===== src/logic/svc_mode_pkg.sv =====
// Package of constants and types for the service mode selector
package svc_mode_pkg;
    localparam int CLK_HZ = 50_000_000;
    localparam int TICK_MS = 1;
    localparam int TICK_CYCLES = CLK_HZ / 1000 * TICK_MS;
    localparam int COOL_HOLD_MS = 5000;
    localparam int LEARN_HOLD_MS = 11000;
    localparam int BEEPSET_HOLD_MS = 16000;
    localparam int HEAT_WINDOW_MS = 300000;
    localparam int BEEPSET_TIMEOUT_MS = 20000;
    localparam int BEEP_ON_MS = 100;
    localparam int BEEP_GAP_MS = 100;
    localparam int BEEP_LONG_MS = 1000;
    localparam int MS_W = 19;
    localparam logic [MS_W-1:0] MS_ZERO = 19'h0_0000;
    localparam logic [MS_W-1:0] MS_ONE = 19'h0_0001;
    // APB register byte offsets
    localparam logic [7:0] REG_STATUS = 8'h00;
    localparam logic [7:0] REG_CONTROL = 8'h04;
    localparam logic [7:0] REG_CODE = 8'h08;
    localparam logic [31:0] WORD_ZERO = 32'h0000_0000;
    localparam logic [1:0] CODE_DEFAULT = 2'h0;
    localparam logic BEEP_EN_DEFAULT = 1'b1;
    // Remote commands
    localparam logic [3:0] CMD_UNIT_DEFAULT_RESTORE = 4'h1;
    localparam logic [3:0] CMD_CHECK = 4'h2;
    typedef enum logic [2:0] {
        MODE_IDLE = 3'b000,
        MODE_AUTO = 3'b001,
        MODE_COOL = 3'b011,
        MODE_HEAT = 3'b010,
        MODE_LEARN = 3'b110,
        MODE_BEEPWAIT = 3'b111,
        MODE_BEEPSET = 3'b101
    } mode_type;
endpackage : svc_mode_pkg


===== src/logic/beep_if.sv =====
// Interface between the selector and its beep sequencer
`timescale 1ns/100ps
interface beep_if;
    logic start;
    logic [2:0] count;
    logic long_beep;
    logic busy;
    modport ctrl (output start, output count, output long_beep, input busy);
    modport gen (input start, input count, input long_beep, output busy);
endinterface : beep_if


===== src/logic/beep_sequencer.sv =====
// Beep pattern generator driven by a millisecond tick
`timescale 1ns/100ps
module beep_sequencer (
    // Clock, reset and millisecond tick
    input wire logic i_clock,
    input wire logic i_nrst,
    input wire logic i_tick,
    // Request side
    beep_if.gen req,
    // Buzzer
    output logic o_buzzer
);
    logic [2:0] left_q, left_d;
    logic [svc_mode_pkg::MS_W-1:0] ms_q, ms_d;
    logic on_q, on_d;
    logic long_q, long_d;

    always_comb begin
        left_d = left_q;
        ms_d = ms_q;
        on_d = on_q;
        long_d = long_q;
        if (req.start) begin
            left_d = req.count;
            long_d = req.long_beep;
            on_d = 1'b1;
            ms_d = svc_mode_pkg::MS_ZERO;
        end else if (left_q != 3'h0 && i_tick) begin
            ms_d = ms_q + svc_mode_pkg::MS_ONE;
            if (on_q && ms_q == (long_q ? svc_mode_pkg::MS_W'(svc_mode_pkg::BEEP_LONG_MS - 1)
                                        : svc_mode_pkg::MS_W'(svc_mode_pkg::BEEP_ON_MS - 1))) begin
                on_d = 1'b0;
                ms_d = svc_mode_pkg::MS_ZERO;
                left_d = left_q - 3'h1;
            end else if (!on_q && ms_q == svc_mode_pkg::MS_W'(svc_mode_pkg::BEEP_GAP_MS - 1)) begin
                on_d = 1'b1;
                ms_d = svc_mode_pkg::MS_ZERO;
            end
        end
    end

    always_ff @(posedge i_clock or negedge i_nrst) begin
        if (!i_nrst) begin
            left_q <= 3'h0;
            ms_q <= svc_mode_pkg::MS_ZERO;
            on_q <= 1'b0;
            long_q <= 1'b0;
        end else begin
            left_q <= left_d;
            ms_q <= ms_d;
            on_q <= on_d;
            long_q <= long_d;
        end
    end

    assign req.busy = (left_q != 3'h0);
    assign o_buzzer = on_q && (left_q != 3'h0);
endmodule : beep_sequencer


===== src/logic/service_button_mode_selector.sv =====
// Service button mode selector with remote code filter and APB registers
`timescale 1ns/100ps
// Operation
// RQ1 - A button press starts automatic operation at once; in forced cooling the logic keeps the mode on a press.
// RQ2 - A hold past five seconds beeps once at the fifth second and starts forced cooling.
// RQ3 - A second five-second hold within five minutes of forced cooling beeps twice and heats.
// RQ4 - A hold past eleven seconds beeps three times and stores the next remote command's code.
// RQ5 - A hold past sixteen seconds beeps four times and waits for restore then check commands.
// RQ6 - In beep setting mode each press toggles the receive beep, short for off, long for on.
// RQ7 - Each press in beep setting mode restarts its twenty-second timeout.
// RQ8 - Only remote commands whose code matches the stored one of four are acted on.
// RQ9 - The remote carries its jumper-set transmission code in every command.
// RQ10 - The unit default restore command returns all stored settings to defaults; the logic restores only the beep enable and keeps the stored code.
// RQ11 - When the twenty-second timeout expires the mode is left with the last setting kept.
module service_button_mode_selector #(
    parameter int HEAT_WINDOW_MS = svc_mode_pkg::HEAT_WINDOW_MS,
    parameter int BEEPSET_TIMEOUT_MS = svc_mode_pkg::BEEPSET_TIMEOUT_MS,
    parameter int TICK_CYCLES = svc_mode_pkg::TICK_CYCLES
) (
    // Clock and reset
    input wire logic i_clock,
    input wire logic i_nrst,
    // Service button, high while held
    input wire logic i_button,
    // Received remote command, one-cycle strobe
    input wire logic i_rc_valid,
    input wire logic [1:0] i_rc_code,
    input wire logic [3:0] i_rc_cmd,
    // APB slave
    input wire logic i_psel,
    input wire logic i_penable,
    input wire logic i_pwrite,
    input wire logic [7:0] i_paddr,
    input wire logic [31:0] i_pwdata,
    output logic [31:0] o_prdata,
    output logic o_pready,
    output logic o_pslverr,
    // Unit outputs
    output logic [2:0] o_mode,
    output logic o_buzzer,
    output logic o_rc_accept,
    output logic [3:0] o_rc_cmd,
    output logic o_code_write
);
    logic tick;
    beep_if bif ();
    beep_sequencer u_beep (
        .i_clock(i_clock),
        .i_nrst(i_nrst),
        .i_tick(tick),
        .req(bif.gen),
        .o_buzzer(o_buzzer)
    );

    // Millisecond tick; holds are judged in whole ms
    logic [31:0] div_q, div_d;
    assign tick = (div_q == 32'(TICK_CYCLES - 1));
    always_comb begin
        div_d = tick ? svc_mode_pkg::WORD_ZERO : div_q + 32'h0000_0001;
    end

    svc_mode_pkg::mode_type mode_q, mode_d;
    logic [svc_mode_pkg::MS_W-1:0] hold_q, hold_d;
    logic [svc_mode_pkg::MS_W-1:0] mtime_q, mtime_d;
    logic btn_q;
    logic [1:0] code_q, code_d;
    logic beep_en_q, beep_en_d;
    logic restore_seen_q, restore_seen_d;
    logic acc_q, acc_d;
    logic [3:0] cmd_q, cmd_d;
    logic cw_q, cw_d;
    logic in_heat_win;
    logic press, rc_match;
    logic [2:0] bcount;
    logic bstart, blong;
    logic wr_en, restore_cmd;

    assign press = i_button && !btn_q;
    assign rc_match = i_rc_valid && (i_rc_code == code_q); // RQ8
    assign in_heat_win = (mode_q == svc_mode_pkg::MODE_COOL) &&
                         (mtime_q < svc_mode_pkg::MS_W'(HEAT_WINDOW_MS));
    assign wr_en = i_psel && i_penable && i_pwrite;
    assign restore_cmd = rc_match && (i_rc_cmd == svc_mode_pkg::CMD_UNIT_DEFAULT_RESTORE);

    always_comb begin
        mode_d = mode_q;
        hold_d = hold_q;
        mtime_d = mtime_q;
        code_d = code_q;
        beep_en_d = beep_en_q;
        restore_seen_d = restore_seen_q;
        acc_d = 1'b0;
        cmd_d = cmd_q;
        cw_d = 1'b0;
        bstart = 1'b0;
        bcount = 3'h0;
        blong = 1'b0;
        if (tick && mtime_q != {svc_mode_pkg::MS_W{1'b1}}) begin
            mtime_d = mtime_q + svc_mode_pkg::MS_ONE;
        end
        if (tick && i_button && hold_q != {svc_mode_pkg::MS_W{1'b1}}) begin
            hold_d = hold_q + svc_mode_pkg::MS_ONE;
        end
        if (!i_button) begin
            hold_d = svc_mode_pkg::MS_ZERO;
        end
        if (press) begin
            hold_d = svc_mode_pkg::MS_ZERO;
            if (mode_q == svc_mode_pkg::MODE_BEEPSET) begin
                beep_en_d = !beep_en_q; // RQ6
                bstart = 1'b1;
                bcount = 3'h1;
                blong = !beep_en_q; // RQ6
                mtime_d = svc_mode_pkg::MS_ZERO; // RQ7
            end else if (mode_q != svc_mode_pkg::MODE_COOL) begin
                mode_d = svc_mode_pkg::MODE_AUTO; // RQ1
            end
        end else if (tick && i_button && mode_q != svc_mode_pkg::MODE_BEEPSET) begin
            unique case (hold_q)
                svc_mode_pkg::MS_W'(svc_mode_pkg::COOL_HOLD_MS - 1): begin
                    bstart = 1'b1;
                    mtime_d = svc_mode_pkg::MS_ZERO;
                    if (in_heat_win) begin
                        mode_d = svc_mode_pkg::MODE_HEAT; // RQ3
                        bcount = 3'h2; // RQ3
                    end else begin
                        mode_d = svc_mode_pkg::MODE_COOL; // RQ2
                        bcount = 3'h1; // RQ2
                    end
                end
                svc_mode_pkg::MS_W'(svc_mode_pkg::LEARN_HOLD_MS - 1): begin
                    mode_d = svc_mode_pkg::MODE_LEARN; // RQ4
                    bstart = 1'b1;
                    bcount = 3'h3;
                end
                svc_mode_pkg::MS_W'(svc_mode_pkg::BEEPSET_HOLD_MS - 1): begin
                    mode_d = svc_mode_pkg::MODE_BEEPWAIT; // RQ5
                    restore_seen_d = 1'b0;
                    bstart = 1'b1;
                    bcount = 3'h4;
                end
                default: begin
                end
            endcase
        end
        if (mode_q == svc_mode_pkg::MODE_BEEPSET && !press &&
            mtime_q >= svc_mode_pkg::MS_W'(BEEPSET_TIMEOUT_MS)) begin
            mode_d = svc_mode_pkg::MODE_IDLE; // RQ11
        end
        // Learning takes any code, so it bypasses the filter
        if (mode_q == svc_mode_pkg::MODE_LEARN && i_rc_valid && !i_button) begin
            code_d = i_rc_code; // RQ4
            cw_d = 1'b1;
            mode_d = svc_mode_pkg::MODE_IDLE;
        end else if (rc_match) begin
            acc_d = 1'b1; // RQ8
            cmd_d = i_rc_cmd;
            if (mode_q == svc_mode_pkg::MODE_BEEPWAIT) begin
                if (i_rc_cmd == svc_mode_pkg::CMD_UNIT_DEFAULT_RESTORE) begin
                    restore_seen_d = 1'b1;
                end else if (restore_seen_q && i_rc_cmd == svc_mode_pkg::CMD_CHECK) begin
                    mode_d = svc_mode_pkg::MODE_BEEPSET; // RQ5
                    mtime_d = svc_mode_pkg::MS_ZERO;
                end else begin
                    restore_seen_d = 1'b0;
                end
            end
            if (restore_cmd) begin
                beep_en_d = svc_mode_pkg::BEEP_EN_DEFAULT; // RQ10
            end
        end
        if (wr_en && i_paddr == svc_mode_pkg::REG_CONTROL) begin
            beep_en_d = i_pwdata[0];
        end
        if (wr_en && i_paddr == svc_mode_pkg::REG_CODE) begin
            code_d = i_pwdata[1:0];
            cw_d = 1'b1;
        end
    end

    always_ff @(posedge i_clock or negedge i_nrst) begin
        if (!i_nrst) begin
            div_q <= svc_mode_pkg::WORD_ZERO;
            mode_q <= svc_mode_pkg::MODE_IDLE;
            hold_q <= svc_mode_pkg::MS_ZERO;
            mtime_q <= svc_mode_pkg::MS_ZERO;
            btn_q <= 1'b0;
            code_q <= svc_mode_pkg::CODE_DEFAULT;
            beep_en_q <= svc_mode_pkg::BEEP_EN_DEFAULT;
            restore_seen_q <= 1'b0;
            acc_q <= 1'b0;
            cmd_q <= 4'h0;
            cw_q <= 1'b0;
        end else begin
            div_q <= div_d;
            mode_q <= mode_d;
            hold_q <= hold_d;
            mtime_q <= mtime_d;
            btn_q <= i_button;
            code_q <= code_d;
            beep_en_q <= beep_en_d;
            restore_seen_q <= restore_seen_d;
            acc_q <= acc_d;
            cmd_q <= cmd_d;
            cw_q <= cw_d;
        end
    end

    assign bif.start = bstart;
    assign bif.count = bcount;
    assign bif.long_beep = blong;

    // APB read mux; zero wait states
    always_comb begin
        o_prdata = svc_mode_pkg::WORD_ZERO;
        o_pslverr = 1'b0;
        unique case (i_paddr)
            svc_mode_pkg::REG_STATUS: o_prdata = {28'h000_0000, bif.busy, mode_q};
            svc_mode_pkg::REG_CONTROL: o_prdata = {31'h0000_0000, beep_en_q};
            svc_mode_pkg::REG_CODE: o_prdata = {30'h0000_0000, code_q};
            default: o_pslverr = i_psel && i_penable;
        endcase
    end
    assign o_pready = 1'b1;
    assign o_mode = mode_q;
    assign o_rc_accept = acc_q;
    assign o_rc_cmd = cmd_q;
    assign o_code_write = cw_q;
endmodule : service_button_mode_selector


===== config.mk =====
export PLATFORM = sky130hd
export DESIGN_NAME = service_button_mode_selector
export DESIGN_NICKNAME = d
export VERILOG_FILES = /design/src/logic/svc_mode_pkg.sv /design/src/logic/beep_if.sv /design/src/logic/beep_sequencer.sv /design/src/logic/service_button_mode_selector.sv
export SDC_FILE = /design/constraint.sdc
export NUM_CORES = 1
export LEC_CHECK = 0
export ABC_AREA = 1
export BUFFER_PORTS_ARGS = -buffer_cell sky130_fd_sc_hd__buf_2
export CELL_PAD_IN_SITES_DETAIL_PLACEMENT = 1
export CELL_PAD_IN_SITES_GLOBAL_PLACEMENT = 1
export CORE_MARGIN = 3
export CORE_UTILIZATION = 28
export DETAILED_ROUTE_END_ITERATION = 6
export GPL_TIMING_DRIVEN = 0
export PLACE_DENSITY_LB_ADDON = 0.1
export SYNTH_ARGS = -nofsm -noshare
export SYNTH_HDL_FRONTEND = slang
export SYNTH_SLANG_ARGS = --single-unit

===== constraint.sdc =====
create_clock -name i_clock -period 2.17 [get_ports i_clock]
set_input_delay 0.217 -clock i_clock [delete_from_list [all_inputs] [get_ports i_clock]]
set_output_delay 0.217 -clock i_clock [all_outputs]
set_load 0.02 [all_outputs]

# --- Word level (Yosys, flattened, before mapping) ---
# Index checks and enable logic that the tools add are counted.
totals:
  register_bits: 108
  in_bits: 53
classes:
  addsub: 5
  order_cmp: 2
  n_eq_ne: 20
  muxes: 71
  n_bitwise: 1
  reduce_logical: 37
ops:
  columns: ["operator", "n"]
  rows:
  - ["$mux W19", 17]
  - ["$add A19 B1 Y19 const B", 3]
  - ["$mux W3", 15]
  - ["$eq A19 B14 Y1 const B", 2]
  - ["$ne A19 B19 Y1 const B", 2]
  - ["$add A32 B1 Y32 const B", 1]
  - ["$eq A32 B16 Y1 const B", 1]
  - ["$mux W32", 1]
  - ["$mux W1", 31]
  - ["$logic_and A1 B1 Y1", 21]
  - ["$eq A19 B13 Y1 const B", 1]
  - ["$eq A19 B19 Y1", 1]
  - ["$eq A19 B7 Y1 const B", 1]
  - ["$ge A19 B15 Y1 const B", 1]
  - ["$lt A19 B19 Y1 const B", 1]
  - ["$pmux W3 S3", 2]
  - ["$pmux W4 S3", 1]
  - ["$mux W10", 1]
  - ["$eq A3 B3 Y1 const B", 3]
  - ["$eq A8 B3 Y1 const B", 1]
  - ["$eq A8 B4 Y1 const B", 1]
  - ["$logic_not A8 Y1", 1]
  - ["$mux W2", 3]
  - ["$reduce_and A2 Y1", 3]
  - ["other kinds (13)", 21]

# --- Depth between registers and ports, before layout ---
# Gate-level depths: netlist (run 1).
logic_depth:
  depth_word: 12
  depth_mapped: 14
  depth_no_buf: 14

# --- Modules after synthesis ---
# A second synthesis (run 1) with hierarchy kept.
unflattened:
  hier_cells: 1024
  hier_area_um2: 7297.0
by_module_without_submodules:
  columns: ["mod", "n_inst", "cells_per_inst", "area_each_um2"]
  rows:
  - ["service_button_mode_selector", 1, 776, 5627.9]
  - ["beep_sequencer", 1, 248, 1669.1]

# --- Least setup slack after synthesis (run 1) ---
# OpenSTA, ideal clock, no wires.
synth_path:
  path_kind: "reg2reg"
  startpoint: "reg hold_q[0] in the netlist's numbering"
  endpoint: "reg hold_q[9] in the netlist's numbering"
  setup_time_ns: 0.117
  t_arrival_ns: 1.720
  required_ns: 2.053
  path_slack_ns: 0.333
  stages_incl_launch_ff: 12
  cell_sequence: "dfrtp_1 ha_1 nand3_2 nor2_2 nand2_2 nor3_4 nand2_2 nand2_4 nand2_8 buf_12 nand2_1 o21ai_2"
synth_via:
  elab_chain_cells: 4
synth_lines:
  columns: ["element", "line", "rtl"]
  rows:
  - ["start: declaration", "service_button_mode_selector.sv:63", "logic [svc_mode_pkg::MS_W-1:0] hold_q, hold_d;"]
  - ["start signal: assignment", "service_button_mode_selector.sv:185", "hold_q <= svc_mode_pkg::MS_ZERO;"]
  - ["start signal: assignment", "service_button_mode_selector.sv:197", "hold_q <= hold_d;"]
  - ["$add A19 B1 Y19", "service_button_mode_selector.sv:102", "hold_d = hold_q + svc_mode_pkg::MS_ONE;"]
  - ["$mux W19", "service_button_mode_selector.sv:101", "if (tick && i_button && hold_q != {svc_mode_pkg::MS_W{1'b1}}) begin"]
  - ["$mux W19", "service_button_mode_selector.sv:104", "if (!i_button) begin"]
  - ["$mux W19", "service_button_mode_selector.sv:107", "if (press) begin"]
# Several ways; a longest one is shown, not always the timed one. The select of a mux whose other input is x is not followed.
# A chain may end at the register's enable or synchronous reset.

# --- Final worst setup path (run 1) ---
layout_path:
  startpoint: "reg btn_q"
  endpoint: "reg mtime_q[13] in the netlist's numbering"
layout_via:
  elab_chain_cells: 8
layout_lines:
  columns: ["element", "line", "rtl"]
  rows:
  - ["start: declaration", "service_button_mode_selector.sv:65", "logic btn_q;"]
  - ["start signal: assignment", "service_button_mode_selector.sv:199", "btn_q <= i_button;"]
  - ["$logic_not A1 Y1 *", "service_button_mode_selector.sv:78", "assign press = i_button && !btn_q;"]
  - ["$logic_and A1 B1 Y1 *", "service_button_mode_selector.sv:78", null]
  - ["$mux W19 *", "service_button_mode_selector.sv:107", null]
  - ["$mux W19", "service_button_mode_selector.sv:161", "end else if (restore_seen_q && i_rc_cmd == svc_mode_pkg::CMD_CHECK) begin"]
  - ["$mux W19", "service_button_mode_selector.sv:159", "if (i_rc_cmd == svc_mode_pkg::CMD_UNIT_DEFAULT_RESTORE) begin"]
  - ["$mux W19", "service_button_mode_selector.sv:158", "if (mode_q == svc_mode_pkg::MODE_BEEPWAIT) begin"]
  - ["$mux W19", "service_button_mode_selector.sv:155", "end else if (rc_match) begin"]
  - ["$mux W19 *", "service_button_mode_selector.sv:151", "if (mode_q == svc_mode_pkg::MODE_LEARN && i_rc_valid && !i_button) begin"]
  - ["via mtime_d (one bit)", "service_button_mode_selector.sv:64", "logic [svc_mode_pkg::MS_W-1:0] mtime_q, mtime_d;"]
  - ["end signal: assignment", "service_button_mode_selector.sv:186", "mtime_q <= svc_mode_pkg::MS_ZERO;"]
  - ["end signal: assignment", "service_button_mode_selector.sv:198", "mtime_q <= mtime_d;"]
  - ["end: declaration", "service_button_mode_selector.sv:64", null]
# Mark *: on every way through the listed nets, which the timed path passes. The rest lies on a longest branch.

==> metrics.md, run 1 <==
| Metric | Value |
|---|---|
| Core Box Area | `26100 sq um` |
| Final Non-Filler Cells | `1469` |
| HPWL after DPL | `16900 um` |
| Vias in the first global route | `7186` |
| Area growth, synth to finish | `19.3%` |
| Drt total wl | `21900 um` |
| CTS tree | `built` |
| Clock skew | `0.0106 ns` |
| First-pass GRT wire length | `37100 um` |
| FMAX | `500 MHz` |
| Seq pwr share | `42.7%` |
| Initial antenna violation count | `0` |
| Clock Pin Slew Worst Setup and Hold Paths | `0.08 ns` |
| Power, Total | `6.06 mW` |
| IO Count | `97` |
| Starting density of the core | `28.5%` |
| Mapped Cells | `1031` |
| Critical Path Source Type | `flip-flop` |
| Pleak | `4.42 nW` |
| Final Cycle Share | `92.2%` |
| CP most frequent cell | `nor2_4` |
| Clock power frac | `31.7%` |
| Total number of vias | `6801` |
| Crit path required time | `2.42 ns` |
| Max-slew violations | `0` |
| Most frequent cells in the layout | `226 x nand2_1, 137 x inv_1, 128 x nor2_1` |
| Status | `complete, no violations` |
| Count of final hold-check violations | `0` |
| Seq cells post-synth | `108` |
| Post-Place Cells | `1431` |
| Fin crit period | `2.00 ns` |
| Routed len/inst | `14.9 um` |
| Largest net degree at the start of global routing | `63` |
| Top FF cell, synth | `dfrtp_1` |
| RePlAce Congestion | `0.792` |
| Crit-path max FO | `10` |
| Most common cell after layout, fill and taps aside | `nand2_1` |
| Critical-path cell list | `buf_4, nor2_4, inv_2, nor2_4, inv_1, and2_1, buf_2, nand2_4, buf_6, nor2_1` |
| CP Class | `reg -> reg` |
| Share of layout cells above drive strength 1 | `17.9%` |
| Inserted Clock Buffers | `9` |
| CP Capture Type | `flip-flop` |
| Area leader, netlist | `dfrtp_1` |
| Top-area cell type share of the netlist area | `35.9%` |
| CP max stage delay | `0.36 ns` |
| Crit path DAT | `2.25 ns` |
| Drt first-iter violations | `189` |
| Clock root buffer | `clkbuf_16` |
| Max cap viols | `0` |
| DRC Markers | `0` |
| Final Cell Area | `8890 sq um` |
| Post-route ant nets | `0` |
| Maximum VDD drop | `392 uV` |
| Clock Latency Late Sink | `0.37 ns` |
| Die ar. | `28600 sq um` |
| Post-layout net count | `1190` |
| Cell area power density | `681 nW/um^2` |
| Worst path slowest cell | `dfrtp_1` |
| DP Area | `8190 sq um` |
| Die Span Y | `169 um` |
| Sw frac | `35.6%` |
| Setup-failing EPs final | `0` |
| Register area share after synthesis | `36.3%` |
| DIE WIDTH | `169 um` |
| FFs w/ async S/R, synth | `100%` |
| H-Tree Depth | `3` |
| Top cells by area, synth | `dfrtp_1 36%, nand2_1 12%, nor2_1 6.9%` |
| # diodes | `0` |
| Mapped cell area | `7450 sq um` |
| Hold Path Class | `in -> reg` |
| Global Route Usage Sum | `16.0%` |
| Synth Area per Inst | `7.23 sq um` |
| Comb pwr share | `25.7%` |
| Net Sw Power | `2.16 mW` |
| EDFF count, synth | `0` |
| Avg Vias per Cell | `4.63` |
| Clk buf depth | `2` |
| Cell variety after synth | `52` |
| Register area | `2710 sq um` |
| Fill count | `3280` |
| Pint | `3.90 mW` |
| Clock sinks | `108` |
| Yosys Warn Count | `0` |
| Port-buffer cells | `37` |
| Total grt overflow | `0` |
| Slew HR | `58.2%` |
| Multi-input logic area | `4140 sq um` |
| Rows | `59` |
| Number of detailed-route iterations in the first pass | `6` |
| Slew @ Worst Pin | `0.622 ns` |
==> cells by family after synthesis <==
| kind of cell | Yosys count | synth area share (%) |
|---|---|---|
| and+or+nand+nor | 595 | 37.7 |
| buffers and inverters | 194 | 12.1 |
| DFF | 108 | 36.3 |
| AOI/OAI and AO/OA | 68 | 5.98 |
| xor gates and xnor gates | 56 | 6.58 |
| adders and majority gates | 8 | 1.34 |
| other | 2 | 0.101 |
==> per-layer routing <==
metal	vias up	routed length [um]	global-route usage (%)
li1	3454	-	-
met5	-	0	0
met2	82	9780	25.7
met4	0	252	3.52
met1	3250	11100	22.3
met3	15	739	3.26
==> synth_stat cells, types with 15 or more instances <==
cell type  number
nand3_1        76
nand4_1        44
nand2_1       230
a21oi_1        19
nor2_1        138
xor2_1         41
nor3_1         37
o21ai_0        18
buf_4          30
inv_1         137
dfrtp_1       107
xnor2_1        15
==> registers in the layout (all words and copies together), names as in the netlist <==
name,cells
beep_en_q,1
btn_q,1
code_q,2
div_q,32
hold_q,19
mtime_q,19
o_code_write,1
o_mode,3
o_rc_accept,1
o_rc_cmd,4
restore_seen_q,1
u_beep.left_q,3
u_beep.long_q,1
u_beep.ms_q,19
u_beep.on_q,1
==> per-stage QoR <==
step           hold slack [ns]  TNS (ns)  worst slack [ns]  utilization (%)
3_5_place_dp             0.205    -10.41            -0.459             31.4
4_1_cts                 0.0457         0           0.00241             33.2
6_report                0.0604         0             0.170             34.0
2_1_floorplan          -0.0786         0             0.333                -
3_3_place_gp             0.383    -82.21            -0.703             31.2
5_1_grt                 0.0653   -0.0247           -0.0108             34.0
==> path summary, 6_finish.rpt <==
path | cells past startpoint | slack [ns] | startpoint | end
max | 10 | 0.17 | btn_q$_DFF_PN0_ | mtime_q[13]$_DFF_PN0_
min | 3 | 0.06 | i_rc_cmd[3] | o_rc_cmd[3]$_DFFE_PN0P_
max reg2reg | 10 | 0.17 | btn_q$_DFF_PN0_ | mtime_q[13]$_DFF_PN0_
min reg2reg | 2 | 0.49 | o_rc_cmd[2]$_DFFE_PN0P_ | o_rc_cmd[2]$_DFFE_PN0P_
max in group asynchronous | 3 | 1.08 | i_nrst | beep_en_q$_DFF_PN1_
min in group asynchronous | 2 | 0.35 | i_nrst | div_q[22]$_DFF_PN0_
==> what timing repair did <==
action,in CTS,in global routing
setup buffers,9,13
cloned,0,0
hold endpoints to repair,47,0
pin swaps,7,7
hold buffers,2,0
resized for setup,13,35
endpoints found under the setup margin,57,68
==> power groups by stage <==
stage	sequential (mW)	clock, mW	combinational, mW
global route	2.64	2.07	1.80
floorplan	2.62	0	0.989
CTS	2.59	2.00	1.54
global placement	2.62	0	1.48
finish	2.59	1.92	1.56
detailed placement	2.62	0	1.51
==> critical path, delay by kind of cell, from the launching register on <==
family | cells | cell delay, ns
buf+inv | 5 | 0.78
flops | 1 | 0.36
simple gates | 5 | 0.74
==> final cells by class <==
type / instances / share of cell area, %
Buffer: 48 / 3.98
Clock inverter: 7 / 1.20
Clock buffer: 9 / 2.53
Tap cell: 335 / 4.71
Timing Repair Buffer: 62 / 4.54
Sequential cell: 108 / 30.4
Inverter: 144 / 6.09
Multi-Input combinational cell: 756 / 46.5
Note: power is estimated with default switching activity, not from simulation.
==> run 2, diff against run 1 <==
Settings changed: ABC_AREA 1 to default, CORE_MARGIN 3 to default, CORE_UTILIZATION 28 to 44.
==> metrics.md, run 2 <==
| Metric | Value |
|---|---|
| Top reg by flops | `div_q` |
| Mapped Cells | `666 (-35%)` |
| Largest net degree at the start of global routing | `60 (-4.8%)` |
| H-Tree Depth | `3 (unchanged)` |
| Synth Area per Inst | `9.45 sq um (+31%)` |
| Drt first-iter violations | `321 (+70%)` |
| Total number of vias | `5607 (-18%)` |
| Critical path buffers and inverters | `4 (-1)` |
| CP Class | `reg -> reg` |
| HPWL after DPL | `11600 um (-31%)` |
| Vias in the first global route | `5855 (-19%)` |
| Xor-xnor portion of the synthesized cell area | `9.19% (+2.6 points)` |
| RSZ-0062 raised after global routing | `true` |
| Drt total wl | `18300 um (-17%)` |
| Cell area power density | `510 nW/um^2 (-25%)` |
| Area growth, synth to finish | `29.2%` |
| Worst path slowest cell | `or4_4` |
| CP Capture Type | `flip-flop` |
| Cell variety after synth | `68 (+31%)` |
| Sw frac | `24.5% (-11 points)` |
| Post-route ant nets | `0 (unchanged)` |
| Post-layout net count | `861 (-28%)` |
| Avg Vias per Cell | `5.69 (+23%)` |
| Setup-failing EPs final | `61 (+61)` |
| Clock root buffer | `clkbuf_16` |
| Max cap viols | `0 (unchanged)` |
| First-pass GRT wire length | `29900 um (-19%)` |
| Mux contribution to synthesized area | `2.31% (+2.3 points)` |
| Slew @ Worst Pin | `0.799 ns (+0.177 ns)` |
| DIE WIDTH | `122 um (-28%)` |
| Most instantiated cells after synthesis | `107 x dfrtp_1, 77 x nor2_1, 54 x nand2_1` |
| Clock Latency Late Sink | `0.36 ns (about the same)` |
| FFs w/ async S/R, synth | `100% (unchanged)` |
| Crit path required time | `2.42 ns (about the same)` |
| Number of flip-flops in the largest register | `32 (unchanged)` |
| EDFF count, synth | `0 (unchanged)` |
| Most common cell after layout, fill and taps aside | `dfrtp_1` |
| Critical Path Source Type | `flip-flop` |
| Clock Pin Slew Worst Setup and Hold Paths | `0.08 ns (about the same)` |
| Slew HR | `46.0% (-12 points)` |
| Seq cells post-synth | `108 (unchanged)` |
| Count of final hold-check violations | `0 (unchanged)` |
| Core Box Area | `13900 sq um (-47%)` |
| Post-synthesis adder-cell area fraction | `1.59% (+0.25 points)` |
| Clock power frac | `42.0% (+10 points)` |
| Total grt overflow | `0 (unchanged)` |
| Pleak | `3.56 nW (-20%)` |
| Initial antenna violation count | `0 (unchanged)` |
| Status | `complete, but fails checks` |
| Compound-Gate Fraction of Synth Area | `9.64% (+3.7 points)` |
| Post-layout util | `58.3% (+24 points)` |
| Clk buf depth | `2 (unchanged)` |
| Number of detailed-route iterations in the first pass | `4 (-2)` |
| Port-buffer cells | `35 (-5.4%)` |
| Hold Path Class | `in -> reg` |
| DRC Markers | `0 (unchanged)` |
| Routed len/inst | `18.5 um (+24%)` |
| Rows | `43 (-27%)` |
| Top-area cell type share of the netlist area | `42.6% (+6.6 points)` |
| Total negative slack | `-7.45 ns (-7.45 ns)` |
| Die ar. | `14800 sq um (-48%)` |
| Clock skew | `0.0110 ns (+0.000379 ns)` |
| FMAX | `417 MHz (-17%)` |
| Count leader, synth | `dfrtp_1` |
| IO Count | `97 (unchanged)` |
| Net Sw Power | `1.01 mW (-53%)` |
| Synth Area in Simple Gates | `28.5% (-9.2 points)` |
| Yosys Warn Count | `0 (unchanged)` |
| Most frequent cells in the layout | `92 x dfrtp_1, 78 x buf_4, 62 x nor2_1` |
| Die Span Y | `122 um (-28%)` |
| Seq pwr share | `50.3% (+7.6 points)` |
| Share of layout cells above drive strength 1 | `30.2% (+12 points)` |
| Register area share after synthesis | `43.0% (+6.7 points)` |
| Maximum VDD drop | `390 uV (-0.73%)` |
| Comb pwr share | `7.7% (-18 points)` |
| Top Family by Delay on Critical Path | `simple AND/OR/NAND/NOR gates` |
| Fin crit period | `2.40 ns (+0.397 ns)` |
| Top FF cell, synth | `dfrtp_1` |
| Starting density of the core | `45.2% (+17 points)` |
| Inserted Clock Buffers | `9 (unchanged)` |
| Largest family of logic cells by synthesized area | `simple AND/OR/NAND/NOR gates` |
| # diodes | `0 (unchanged)` |
| Crit path DAT | `2.65 ns (+0.40 ns)` |
| Critical-path cell list | `or4_4, nor4_4, buf_6, buf_4, o21a_1, o21a_1, buf_6, buf_8, nor2_1` |
| CTS tree | `built` |
| Area leader, netlist | `dfrtp_1` |
| Final worst slack | `-0.227 ns (-0.397 ns)` |
| Clock sinks | `108 (unchanged)` |
| RePlAce Congestion | `0.823 (+4.0%)` |
| Mapped cell area | `6290 sq um (-16%)` |
| CP max stage delay | `0.58 ns (+0.22 ns)` |
| Global Route Usage Sum | `25.7% (+9.7 points)` |
| Final Cycle Share | `110% (+18 points)` |
| Failing checks | `setup timing` |
| Crit-path max FO | `10 (unchanged)` |
| Max-slew violations | `0 (unchanged)` |
| Pint | `3.13 mW (-20%)` |
| Fill count | `1583 (-52%)` |
| Top cells by area, synth | `dfrtp_1 43%, xor2_1 6.0%, nor2_1 4.6%` |
## run 2: cell types whose count changed in the layout (fill, tap and decap cells not counted), sizes merged, moves of 16 or more
cell / change
nor2: -76
nor3: -28
and3: +16
inv: -126
nand4: -18
nand2: -188
nand3: -33
buf: +33
o21ai: -16
## run 2: cell families (layout without fill, tap and decap cells)
group / Yosys count / count (layout)
buffers and inverters: 64 / 176
multiplexers: 14 / 14
flip-flops: 108 / 108
adder cells (fa/ha/maj): 8 / 8
XOR/XNOR: 66 / 66
other: 2 / 29
AO/OA/AOI/OAI: 84 / 84
AND/OR/NAND/NOR: 320 / 320
## run 2: final timing paths
| kind | slack, ns | startpoint | cells after the start | end |
|---|---|---|---|---|
| max in group asynchronous | 0.98 | i_nrst | 3 | beep_en_q$_DFF_PN1_ |
| setup reg to reg | -0.23 | hold_q[15]$_DFFE_PN0P_ | 9 | u_beep.ms_q[7]$_DFFE_PN0P_ |
| min in group asynchronous | 0.43 | i_nrst | 2 | mtime_q[9]$_DFF_PN0_ |
| setup / recovery | -0.23 | hold_q[15]$_DFFE_PN0P_ | 9 | u_beep.ms_q[7]$_DFFE_PN0P_ |
| hold reg to reg | 0.51 | o_rc_cmd[0]$_DFFE_PN0P_ | 1 | o_rc_cmd[0]$_DFFE_PN0P_ |
| hold / removal | 0.04 | i_button | 1 | btn_q$_DFF_PN0_ |
## run 2: per-stage QoR
step / cell area [sq um] / std cells / hold WS [ns] / worst slack (ns) / power, mW
finish: 8130 / 985 / 0.0352 / -0.227 / 4.15
global route: 8130 / 985 / 0.0238 / -0.321 / 4.30
CTS: 7890 / 968 / 0.0275 / -0.256 / 4.17
detailed placement: 6840 / 909 / 0.308 / -0.669 / 2.43
global placement: 6810 / 908 / 0.396 / -0.680 / 2.41
floorplan: 6410 / 693 / -0.0786 / -0.0547 / 2.31
## run 2: power by group through the flow
stage | sequential [mW] | combinational, mW | clock, mW
final | 2.09 | 0.318 | 1.74
after global routing | 2.09 | 0.354 | 1.85
after CTS | 2.09 | 0.311 | 1.77
after detailed placement | 2.13 | 0.305 | 0
after global placement | 2.12 | 0.292 | 0
after floorplan | 2.14 | 0.175 | 0
## run 2: routing by layer
layer	vias to the layer above	GRT usage [%]	part of all wire (%)
met5	-	0	0
met4	0	8.33	2.2
met3	31	4.07	3.3
met2	115	44.0	50
met1	2834	33.1	44
li1	2627	-	-
## run 2: final cells by class
cell class | instances | area, sq um | area share (%)
inverters | 18 | 67.6 | 0.831
flip-flops and latches | 108 | 2720 | 33.5
clock buffers | 13 | 260 | 3.20
clock inverters | 3 | 45.0 | 0.554
plain buffers | 43 | 332 | 4.08
multi-input cells | 521 | 3720 | 45.8
repair buffers | 99 | 751 | 9.24
well taps | 180 | 225 | 2.77
## run 2: repair_timing
item,4_1_cts,5_1_grt
buffers inserted,42,15
hold endpoints to repair,49,0
gates cloned,2,3
hold buffers,1,0
endpoints found under the setup margin,86,72
gates resized for setup,86,46
pin swaps,31,17
